File: src/core/pngc_pkg.sv
// shared constants and carrier types of the partner next-page and gigabit control bank
// assumes a single clock domain; every consumer names items as pngc_pkg::name
package pngc_pkg;

    // register index inside a port block; byte address is four times the full index
    localparam logic [11:0] NPR_IDX        = 12'h110;
    localparam logic [11:0] GCR_IDX        = 12'h112;
    // basic control lives outside this bank; software sets it up before a test code
    localparam logic [11:0] BCR_IDX        = 12'h100;
    localparam logic [15:0] BCR_TEST_SETUP = 16'h0140;
    // port number sits in index bits 13:12, first port is 1
    localparam int          PORT_IDX_LSB   = 12;
    localparam int          IDX_WIDTH      = 14;
    localparam int          ADDR_IDX_LSB   = 2;

    // gigabit control field positions
    localparam int          GC_TEST_MSB    = 15;
    localparam int          GC_TEST_LSB    = 13;
    localparam int          GC_MS_EN_BIT   = 12;
    localparam int          GC_MS_VAL_BIT  = 11;
    localparam int          GC_STORE_LSB   = 11;

    // partner page field positions
    localparam int          NP_MORE_BIT    = 15;

    // values after reset
    localparam logic [15:0] NP_RESET       = 16'h0000;
    localparam logic [2:0]  TEST_RESET     = 3'h0;
    localparam logic        MS_EN_RESET    = 1'b0;
    localparam logic        MS_VAL_RESET   = 1'b0;

    // transmitter test codes
    localparam logic [2:0]  TEST_NORMAL    = 3'h0;
    localparam logic [2:0]  TEST_WAVEFORM  = 3'h1;
    localparam logic [2:0]  TEST_JIT_MST   = 3'h2;
    localparam logic [2:0]  TEST_JIT_SLV   = 3'h3;
    localparam logic [2:0]  TEST_DISTORT   = 3'h4;

    localparam logic [3:0]  ALL_PAIRS      = 4'hf;
    localparam logic [1:0]  HTRANS_NONSEQ  = 2'h2;

    // received next page, same layout as the partner register
    typedef struct packed {
        logic        more_pages;
        logic        ack;
        logic        msg_page;
        logic        ack2;
        logic        toggle;
        logic [10:0] msg;
    } pngc_page_t;

    // gigabit control bits the bank keeps
    typedef struct packed {
        logic [2:0] test_sel;
        logic       ms_en;
        logic       ms_val;
    } pngc_gc_t;

    // what the transmitter and negotiation logic see
    typedef struct packed {
        logic [2:0] test_code;
        logic [3:0] pair_en;
        logic       ms_manual;
        logic       ms_master;
    } pngc_ctrl_t;

    // result of an address decode
    typedef struct packed {
        logic       hit;
        logic       is_gc;
        logic [1:0] port;
    } pngc_dec_t;

endpackage

File: src/core/pngc_port.sv
// one port's partner next-page register and gigabit control register
// assumes write strobes and the received page come from logic on the same clock
`timescale 1ns/100ps

module pngc_port (
    // clock and reset
    input  wire logic               clk,
    input  wire logic               rst,
    // register writes
    input  wire logic               wr_np,
    input  wire logic               wr_gc,
    input  wire logic [15:0]        wr_data,
    // received page
    input  wire logic               page_valid,
    input  wire pngc_pkg::pngc_page_t page_word,
    // register contents and derived control
    output pngc_pkg::pngc_page_t    partner,
    output pngc_pkg::pngc_gc_t      gc,
    output pngc_pkg::pngc_ctrl_t    ctrl
);

    pngc_pkg::pngc_page_t next_partner;
    pngc_pkg::pngc_gc_t   next_gc;
    pngc_pkg::pngc_ctrl_t next_ctrl;
    logic                 legal;
    logic [2:0]           wr_code;

    always_comb begin
        next_partner = partner;
        // a page arriving with a software write wins, the partner view must stay true
        if (page_valid) begin
            next_partner = page_word;
        end else if (wr_np) begin
            next_partner.more_pages = wr_data[pngc_pkg::NP_MORE_BIT];
        end
        next_gc = gc;
        if (wr_gc) begin
            next_gc = pngc_pkg::pngc_gc_t'(wr_data[15:pngc_pkg::GC_STORE_LSB]);
        end
        legal = (next_gc.test_sel >= pngc_pkg::TEST_WAVEFORM) &&
                (next_gc.test_sel <= pngc_pkg::TEST_DISTORT);
        // reserved codes leave the transmitter in normal operation
        next_ctrl.test_code = legal ? next_gc.test_sel : pngc_pkg::TEST_NORMAL;
        next_ctrl.pair_en   = legal ? pngc_pkg::ALL_PAIRS : 4'h0;
        next_ctrl.ms_manual = next_gc.ms_en;
        next_ctrl.ms_master = next_gc.ms_en & next_gc.ms_val;
    end

    always_ff @(posedge clk) begin
        if (rst) begin
            partner <= pngc_pkg::NP_RESET;
            gc      <= '{pngc_pkg::TEST_RESET, pngc_pkg::MS_EN_RESET, pngc_pkg::MS_VAL_RESET};
            ctrl    <= '0;
        end else begin
            partner <= next_partner;
            gc      <= next_gc;
            ctrl    <= next_ctrl;
        end
    end

    assign wr_code = wr_data[pngc_pkg::GC_TEST_MSB:pngc_pkg::GC_TEST_LSB];
endmodule

File: src/core/pngc_top.sv
// register bank for the partner next page and gigabit control of each copper port
// assumes an AHB-Lite master on clk with this slave's hreadyout as hready,
// and a negotiation engine on clk that pulses page_valid per received next page
//
// Implementation choices: the placing of the registers and the AHB-Lite register port.
`timescale 1ns/100ps

// How it works
// - Bit 15 of the partner register shows whether more next pages follow (1) or the page was the last (0).
// - Bit 14 of the partner register reads 1 when the partner acknowledged receipt of a link word.
// - Bit 13 tells message page from unformatted page and bits 10:0 hold the received message field.
// - Bit 12 of the partner register reads 1 when the partner can act on the information.
// - Bit 11 of the partner register reads 1 when the previous transmitted toggle was zero.
// - Control bits 15:13 pick normal, waveform, master jitter, slave jitter or distortion test, resetting to 000.
// - Codes 101, 110 and 111 are reserved and drive no test operation.
// - A selected test mode sends its waveform on all four pairs with no partner needed.
// - Control bit 12, reset 0, enables manual master/slave configuration; clear means negotiated roles.
// - The manual value in bit 11, reset 0, is ignored while bit 12 is clear.
// - With manual configuration on, value 1 makes the port master and 0 makes it slave.
module pngc_top #(
    parameter int NUM_PORTS = 2
) (
    // clock and reset
    input  wire logic                 clk,
    input  wire logic                 rst,
    // ahb-lite slave
    input  wire logic                 hsel,
    input  wire logic [31:0]          haddr,
    input  wire logic [1:0]           htrans,
    input  wire logic                 hwrite,
    input  wire logic [2:0]           hsize,
    input  wire logic [31:0]          hwdata,
    input  wire logic                 hready,
    output logic                      hreadyout,
    output logic                      hresp,
    output logic [31:0]               hrdata,
    // received next pages from negotiation
    input  wire logic                 page_valid [NUM_PORTS],
    input  wire pngc_pkg::pngc_page_t page_word  [NUM_PORTS],
    // transmitter and role control per port
    output pngc_pkg::pngc_ctrl_t      port_ctrl  [NUM_PORTS]
);

    // the port field is two bits and port 0 does not exist
    if (NUM_PORTS < 1 || NUM_PORTS > 3) begin : g_bad_ports
        $error("NUM_PORTS must be 1 to 3");
    end

    // full index is kept so both port and register offset are checked
    function automatic pngc_pkg::pngc_dec_t pngc_decode(input logic [31:0] addr);
        logic [pngc_pkg::IDX_WIDTH-1:0] idx;
        logic [1:0]                     prt;
        pngc_pkg::pngc_dec_t            d;
        idx     = addr[pngc_pkg::ADDR_IDX_LSB +: pngc_pkg::IDX_WIDTH];
        prt     = idx[pngc_pkg::PORT_IDX_LSB +: 2];
        d.port  = prt;
        d.is_gc = (idx[11:0] == pngc_pkg::GCR_IDX);
        d.hit   = (addr[31:16] == 16'h0000) && (addr[1:0] == 2'h0) &&
                  (prt != 2'h0) && (32'(prt) <= NUM_PORTS) &&
                  (idx[11:0] == pngc_pkg::NPR_IDX || idx[11:0] == pngc_pkg::GCR_IDX);
        return d;
    endfunction

    // bus state
    logic                 wr_pend;
    logic                 rd_pend;
    pngc_pkg::pngc_dec_t  wr_dec;
    pngc_pkg::pngc_dec_t  rd_dec;
    logic                 next_wr_pend;
    logic                 next_rd_pend;
    pngc_pkg::pngc_dec_t  next_wr_dec;
    pngc_pkg::pngc_dec_t  next_rd_dec;
    logic                 next_hreadyout;
    logic [31:0]          next_hrdata;
    logic                 accept;
    pngc_pkg::pngc_dec_t  addr_dec;
    logic [15:0]          rd_word;
    logic [2:0]           wr_code;

    // per-port wiring
    logic                 wr_np      [NUM_PORTS];
    logic                 wr_gc      [NUM_PORTS];
    pngc_pkg::pngc_page_t partner    [NUM_PORTS];
    pngc_pkg::pngc_gc_t   gc         [NUM_PORTS];

    assign accept   = hsel && htrans[1] && hready;
    assign addr_dec = pngc_decode(haddr);
    assign wr_code  = hwdata[pngc_pkg::GC_TEST_MSB:pngc_pkg::GC_TEST_LSB];

    // writes complete in their data phase with no wait; reads take one wait state
    // so that a write in the data phase just before has landed before sampling
    always_comb begin
        next_wr_pend   = 1'b0;
        next_rd_pend   = 1'b0;
        next_wr_dec    = wr_dec;
        next_rd_dec    = rd_dec;
        next_hreadyout = 1'b1;
        next_hrdata    = hrdata;
        if (accept) begin
            if (hwrite) begin
                next_wr_pend = 1'b1;
                next_wr_dec  = addr_dec;
            end else begin
                next_rd_pend   = 1'b1;
                next_rd_dec    = addr_dec;
                next_hreadyout = 1'b0;
            end
        end
        if (rd_pend) begin
            // unmapped addresses and unused upper bits read as zero
            next_hrdata = rd_dec.hit ? {16'h0000, rd_word} : 32'h0000_0000;
        end
    end

    always_comb begin
        rd_word = 16'h0000;
        for (int i = 0; i < NUM_PORTS; i++) begin
            if (rd_dec.hit && 32'(rd_dec.port) == i + 1) begin
                // gigabit control bits below 11 are not held here and read zero
                rd_word = rd_dec.is_gc ? {gc[i], 11'h000} : partner[i];
            end
        end
    end

    always_ff @(posedge clk) begin
        if (rst) begin
            wr_pend   <= 1'b0;
            rd_pend   <= 1'b0;
            wr_dec    <= '0;
            rd_dec    <= '0;
            hreadyout <= 1'b1;
            hrdata    <= 32'h0000_0000;
        end else begin
            wr_pend   <= next_wr_pend;
            rd_pend   <= next_rd_pend;
            wr_dec    <= next_wr_dec;
            rd_dec    <= next_rd_dec;
            hreadyout <= next_hreadyout;
            hrdata    <= next_hrdata;
        end
    end

    // this slave never signals an error, unmapped accesses just read zero
    always_ff @(posedge clk) begin
        if (rst) begin
            hresp <= 1'b0;
        end else begin
            hresp <= 1'b0;
        end
    end

    for (genvar p = 0; p < NUM_PORTS; p++) begin : g_port
        logic sel;
        assign sel      = wr_pend && wr_dec.hit && (32'(wr_dec.port) == p + 1);
        assign wr_np[p] = sel && !wr_dec.is_gc;
        assign wr_gc[p] = sel && wr_dec.is_gc;

        pngc_port u_port (
            .clk        (clk),
            .rst        (rst),
            .wr_np      (wr_np[p]),
            .wr_gc      (wr_gc[p]),
            .wr_data    (hwdata[15:0]),
            .page_valid (page_valid[p]),
            .page_word  (page_word[p]),
            .partner    (partner[p]),
            .gc         (gc[p]),
            .ctrl       (port_ctrl[p])
        );

    end
endmodule

File: config.mk
export PLATFORM = sky130hd
export DESIGN_NAME = pngc_top
export DESIGN_NICKNAME = d
export VERILOG_FILES = /design/src/core/pngc_pkg.sv /design/src/core/pngc_port.sv /design/src/core/pngc_top.sv
export SDC_FILE = /design/constraint.sdc
export NUM_CORES = 1
export LEC_CHECK = 0
export BUFFER_PORTS_ARGS = -buffer_cell sky130_fd_sc_hd__buf_2
export CAP_MARGIN = 40
export CORE_MARGIN = 3
export CORE_UTILIZATION = 48
export CTS_BUF_LIST = sky130_fd_sc_hd__clkbuf_8
export CTS_CLUSTER_DIAMETER = 150
export DETAILED_ROUTE_END_ITERATION = 16
export PLACE_DENSITY = 0.9
export RECOVER_POWER = 25
export REMOVE_ABC_BUFFERS = 1
export SYNTH_ARGS = -nofsm -noshare
export SYNTH_HDL_FRONTEND = slang
export SYNTH_SLANG_ARGS = --single-unit
export TNS_END_PERCENT = 50
File: constraint.sdc
create_clock -name clk -period 1.7 [get_ports clk]
set_input_delay 0.085 -clock clk [delete_from_list [all_inputs] [get_ports clk]]
set_output_delay 0.085 -clock clk [all_outputs]
set_load 0.03 [all_outputs]
Yosys cells after proc, flatten, opt, wreduce, memory -nomap -nowiden
Index checks and enable logic that the tools add are counted.
{ "classes": {"addsub": 0, "multipliers": 0, "div": 0, "n_lt_le_gt_ge": 5, "eq_ne": 6, "shifts": 0, "mux": 15, "n_bitwise": 6, "n_reduce_logical": 29} }
{ "op_table": {"columns": ["operator", "n"], "rows": [
  ["$mux W16", 5],
  ["$eq A12 B9 Y1 const B", 2],
  ["$logic_and A1 B1 Y1", 17],
  ["$logic_not A16 Y1", 1],
  ["$mux W5", 2],
  ["$mux W4", 2],
  ["$ge A3 B1 Y1 const B", 2],
  ["$le A3 B3 Y1 const B", 2],
  ["$mux W1", 6],
  ["$reduce_bool A2 Y1", 3],
  ["$reduce_or A2 Y1", 3],
  ["$eq A2 B1 Y1 const B", 2],
  ["$eq A2 B2 Y1 const B", 2],
  ["$not A1 Y1", 4],
  ["$reduce_and A2 Y1", 2],
  ["$and A1 B1 Y1", 2],
  ["$le A2 B2 Y1 const B", 1],
  ["$logic_not A2 Y1", 1],
  ["$logic_not A1 Y1", 1],
  ["$logic_or A1 B1 Y1", 1]
]} }
{ "word_totals": {"register_bits": 101, "latch_bits": 0, "ramBits": 0, "romBits": 0, "in_bits": 108, "wordCells": 95, "mem_count": 0} }

Logic depth before layout (Yosys ltp)
{ "depth": {"ltp_word": 8, "depth_mapped": 5, "mapped_depth_nobuf": 4} }

Hierarchy
A second synthesis with hierarchy kept.
{ "hier_totals": {"cells_unflattened": 351, "area_unflattened_um2": 3484.6} }
{ "modules_own_cells": {"columns": ["mod", "instances", "cells_per_inst", "area_per_inst_um2"], "rows": [
  ["pngc_port", 2, 92, 1007.2],
  ["pngc_top", 1, 167, 1470.2]
]} }

Worst setup path before layout
OpenSTA, ideal clock, no wires.
{ "synth_path": {"path_kind": "flip-flop to flip-flop", "startpoint": "register wr_dec[2] (netlist name)", "endpoint": "register g_port[0].u_port.ctrl[6] (netlist name)", "setup_time_ps": 78, "arrival_time_ps": 1191, "slack_ps": 431, "stages_incl_launch_ff": 5, "path_buffers": 0, "period_less_slack_ps": 1269, "path_cell_list": "dfxtp_1 > nand3_4 > nor2_8 > mux2_4 > nor3_1"} }
{ "synth_between": {"elab_chain_cells": 6} }
{ "synth_lines": {"columns": ["item", "line_no", "text"], "rows": [
  ["start, declared", "pngc_top.sv:67", "pngc_pkg::pngc_dec_t wr_dec;"],
  ["start signal, assigned", "pngc_top.sv:136", "wr_dec <= next_wr_dec;"],
  ["$logic_and A1 B1 Y1 *", "pngc_top.sv:156", "assign wr_gc[p] = sel && wr_dec.is_gc;"],
  ["$mux W5 *", "pngc_port.sv:37", "if (wr_gc) begin"],
  ["$ge A3 B1 Y1 / $le A3 B3 Y1 (equally long branches)", "pngc_port.sv:40, pngc_port.sv:41", null],
  ["$logic_and A1 B1 Y1", "pngc_port.sv:40", "legal = (next_gc.test_sel >= pngc_pkg::TEST_WAVEFORM) &&"],
  ["$not A1 Y1 (no source line)", null, null],
  ["$reduce_or A2 Y1 (no source line)", null, null],
  ["end signal, assigned", "pngc_port.sv:57", "ctrl <= next_ctrl;"],
  ["end, declared", "pngc_port.sv:19", "output pngc_pkg::pngc_ctrl_t ctrl"]
]} }
Mark *: on every way between the ends. The rest lies on a longest branch, timed or not.
A chain may end at the register's enable or synchronous reset.

Worst setup path after layout
{ "layout_path": {"startpoint": "register rd_dec[3] (netlist name)", "endpoint": "register hrdata[10]"} }
{ "layout_between": {"elab_chain_cells": 4} }
{ "layout_lines": {"columns": ["item", "line_no", "text"], "rows": [
  ["start, declared", "pngc_top.sv:68", "pngc_pkg::pngc_dec_t rd_dec;"],
  ["start signal, assigned", "pngc_top.sv:137", "rd_dec <= next_rd_dec;"],
  ["$logic_and A1 B1 Y1", "pngc_top.sv:118", "if (rd_dec.hit && 32'(rd_dec.port) == i + 1) begin"],
  ["$mux W16 (2 in a row)", "pngc_top.sv:118", null],
  ["$mux W16 *", "pngc_top.sv:111", "next_hrdata = rd_dec.hit ? {16'h0000, rd_word} : 32'h0000_0000;"],
  ["end signal, assigned", "pngc_top.sv:139", "hrdata <= next_hrdata;"],
  ["end, declared", "pngc_top.sv:36", "output logic [31:0] hrdata,"]
]} }
Marks and branches as above.

==> results.toml <==
[run_status]
outcome = "completed"

[critical_path]
r2r_start = "rd_dec[3]"
cp-end-kind = "register"
slowest_stage = "and3b_1"
ff2ff_setup_slack_ps = 270
worstPathRequired_ps = 1990
cp-start-kind = "register"
cp.arrival_ps = 1720
reg2reg_depth = 4
cp_max_fo = 11
path_delay_family = "simple AND/OR/NAND/NOR gates"
path_cells = "and3b_1, a22oi_1, a2bb2oi_1, nor2_1"
max_stage_delay_ps = 510
worstSetupPathType = "register to register"
rr_endpoint = "hrdata[10]"
critical_path_buf_inv_count = 0
crit_start = "rd_dec[3]"

[timing]
rsz0062_at_grt = "false"
slew_violations = 0
period_needed_ps = 1430
setup_tns_ps = 0
tightest_slew_ps = 533
timing.final.crit_share_pct = 84.2
max_freq_mhz = 699
hold_viol = 0
slew_headroom_pct = 64.3
setup_violations = 0
final.setup.worst_slack_ps = 269
fin_skew_ps = 13.0

[yosys]
ys_seq_area_share_pct = 46.2
yosys_warnings = 0
synth.distinct_cells = 33
synth_cells = 347
ys_ff_latch = 79
avgSynthCellArea_um2 = 9.86
synthesis.area_um2 = 3420

[clock_network]
max-clock-path-buffers = 2
cts_sinks = 79
cts.clk_slew.worst_paths_ps = 90
cts_buffers = 9
cts_tree = "yes"
ctsResizeCount = 0
htree_levels = 3
clockRootBuffer = "clkbuf_8"
clk-insertion-delay-late_ps = 350

[worst_hold_path]
hold_class = "input pin to register"
min-delay-start = "page_word[30]"
hold-path-cell-count = 3
min_to = "g_port[0].u_port.partner[14]"

[layout]
antennaDiodeCount = 0
final_common_cell = "buf_2"
seq_area_um2 = 1580
multi_input_area_um2 = 1610
drive_above_1_share_pct = 29.9
finalNonFillerCells = 575
nets = 583
area_growth_pct = 30.3
final_cell_mix = "110 x buf_2, 79 x dfxtp_1, 70 x nor2_1"
postLayoutCoreUtil_pct = 64.9
num-fill-cells = 559

[grt]
grt_pass1_wl_mm = 14.1
grt_pass1_vias = 2949
use_met3_pct = 5.25
gr-max-usage-layer = "met2"
antenna_found_initial = 0
gr-usage-met1_pct = 24.6
grt_max_degree = 36
grtUsageMet2_pct = 37.0
grt_remaining_overflow = 0
grt_util_all_layers_pct = 21.3

[power_and_ir_drop]
p_int_mw = 3.09
total_power_mw = 4.00
p_per_area_nw_per_um2 = 897
share_clk_of_total_power_pct = 42.3
pwr-share-seq_pct = 48.3
comb_power_share_pct = 9.5
leakage_nw = 1.98
p_sw_mw = 0.910
max-vdd-ir-drop_mv = 0.688
swShare_pct = 22.8

[route]
ant_nets = 0
drt-total-wl_mm = 8.42
drtIter0Drc = 169
drt_pre_antenna_iters = 5
drc_errors = 0
post_drt_via_cell_ratio = 5.07
wire_per_inst_um = 14.6
vias = 2915

[floorplan]
row_count = 30
die-area_um2 = 8180
ios = 160
start_util_pct = 49.8
die_width_um = 90.4
core_um2 = 6870
die_y_um = 90.4

[run]
maxCapViolCount = 0

[place]
port_buffers = 111
routabilityCongestion = 0.852
dp_hpwl_mm = 5.77
dp_worst_setup_slack_ps = 275
dpl.cell_count = 530
layout make-up:
type                            count  area share, %
Tap cell                           96           2.70
Clock inverter                      5           2.39
Clock buffer                       10           3.09
Timing Repair Buffer              145           19.8
Inverter                            5          0.421
Multi-Input combinational cell    235           36.1
Sequential cell                    79           35.5
worst max-delay path by stage:
stage,slack (ps),cells past startpoint,endpoint
after detailed placement,270,4,hrdata[10]
after CTS,280,4,g_port[0].u_port.ctrl[7]
after global routing,160,4,g_port[0].u_port.ctrl[7]
after global placement,350,4,g_port[0].u_port.ctrl[7]
final,270,4,hrdata[10]
after floorplan,410,3,hrdata[0]
routing by layer:
layer	routed length, um	part of all wire [%]	vias up
li1	-	-	1421
met1	3360	40	1352
met5	0	0	-
met2	4340	52	121
met3	539	6.4	21
met4	179	2.1	0
worst reg2reg max path: cells and delay by family (launching register included):
kind            cells  cell delay, ps
flops               1             400
simple gates        2             620
compound gates      2             350
registers in the layout, summed over array words and instances, names as in the netlist:
signal	flops
wr_pend	1
wr_dec	4
rd_dec	4
g_port.u_port.ctrl	11
hreadyout	1
hrdata	16
rd_pend	1
g_port.u_port.partner	32
g_port.u_port.gc	9
kinds of logic after synthesis:
| logic type | after synthesis | synth area share [%] |
|---|---|---|
| AOI/OAI and AO/OA | 41 | 8.92 |
| xor gates and xnor gates | 4 | 1.02 |
| buffers and inverters | 49 | 8.52 |
| DFF | 79 | 46.2 |
| muxes | 60 | 17.8 |
| other | 1 | 0.110 |
| and+or+nand+nor | 113 | 17.3 |
power by group through the flow:
stage | logic (mW) | clock network, mW | registers (mW)
after floorplan | 0.148 | 0 | 1.97
after global placement | 0.306 | 0 | 1.97
after detailed placement | 0.320 | 0 | 1.97
after CTS | 0.373 | 1.71 | 1.93
after global routing | 0.415 | 1.81 | 1.94
final | 0.378 | 1.69 | 1.93
Yosys cell counts (all sizes together):
cell type,n,share of area (%)
a31o,2,0.51
and4b,1,0.29
clkbuf,8,0.88
nand2b,2,0.80
and3b,2,0.51
mux2,2,0.88
nor4,5,0.91
nor2,72,8.9
xnor2,3,0.77
nand2,7,0.77
nand3,4,0.95
nand4,2,0.37
nand3b,3,0.66
o21ai,6,0.88
nor3,12,2.5
conb,1,0.11
nor4bb,1,0.29
buf,36,7.1
nor3b,2,0.44
a211oi,2,0.44
mux2i,58,17
inv,5,0.55
a22oi,11,2.4
dfxtp,79,46
a2bb2oi,11,2.8
xor2,1,0.26
o221ai,5,1.3
a21oi,4,0.59
stage by stage:
| step | instance area, um^2 | hold WS (ps) |
|---|---|---|
| final | 4460 | 6.91 |
| after global routing | 4460 | 8.29 |
| after CTS | 4460 | 0.258 |
| after detailed placement | 3910 | 327 |
| after global placement | 3910 | 318 |
| after floorplan | 3210 | 154 |
what timing repair did:
action	in CTS	in global routing
hold endpoints to repair	30	0
hold buffers	30	0
setup buffers	0	0
No activity file was read; power rests on OpenSTA's default activity.
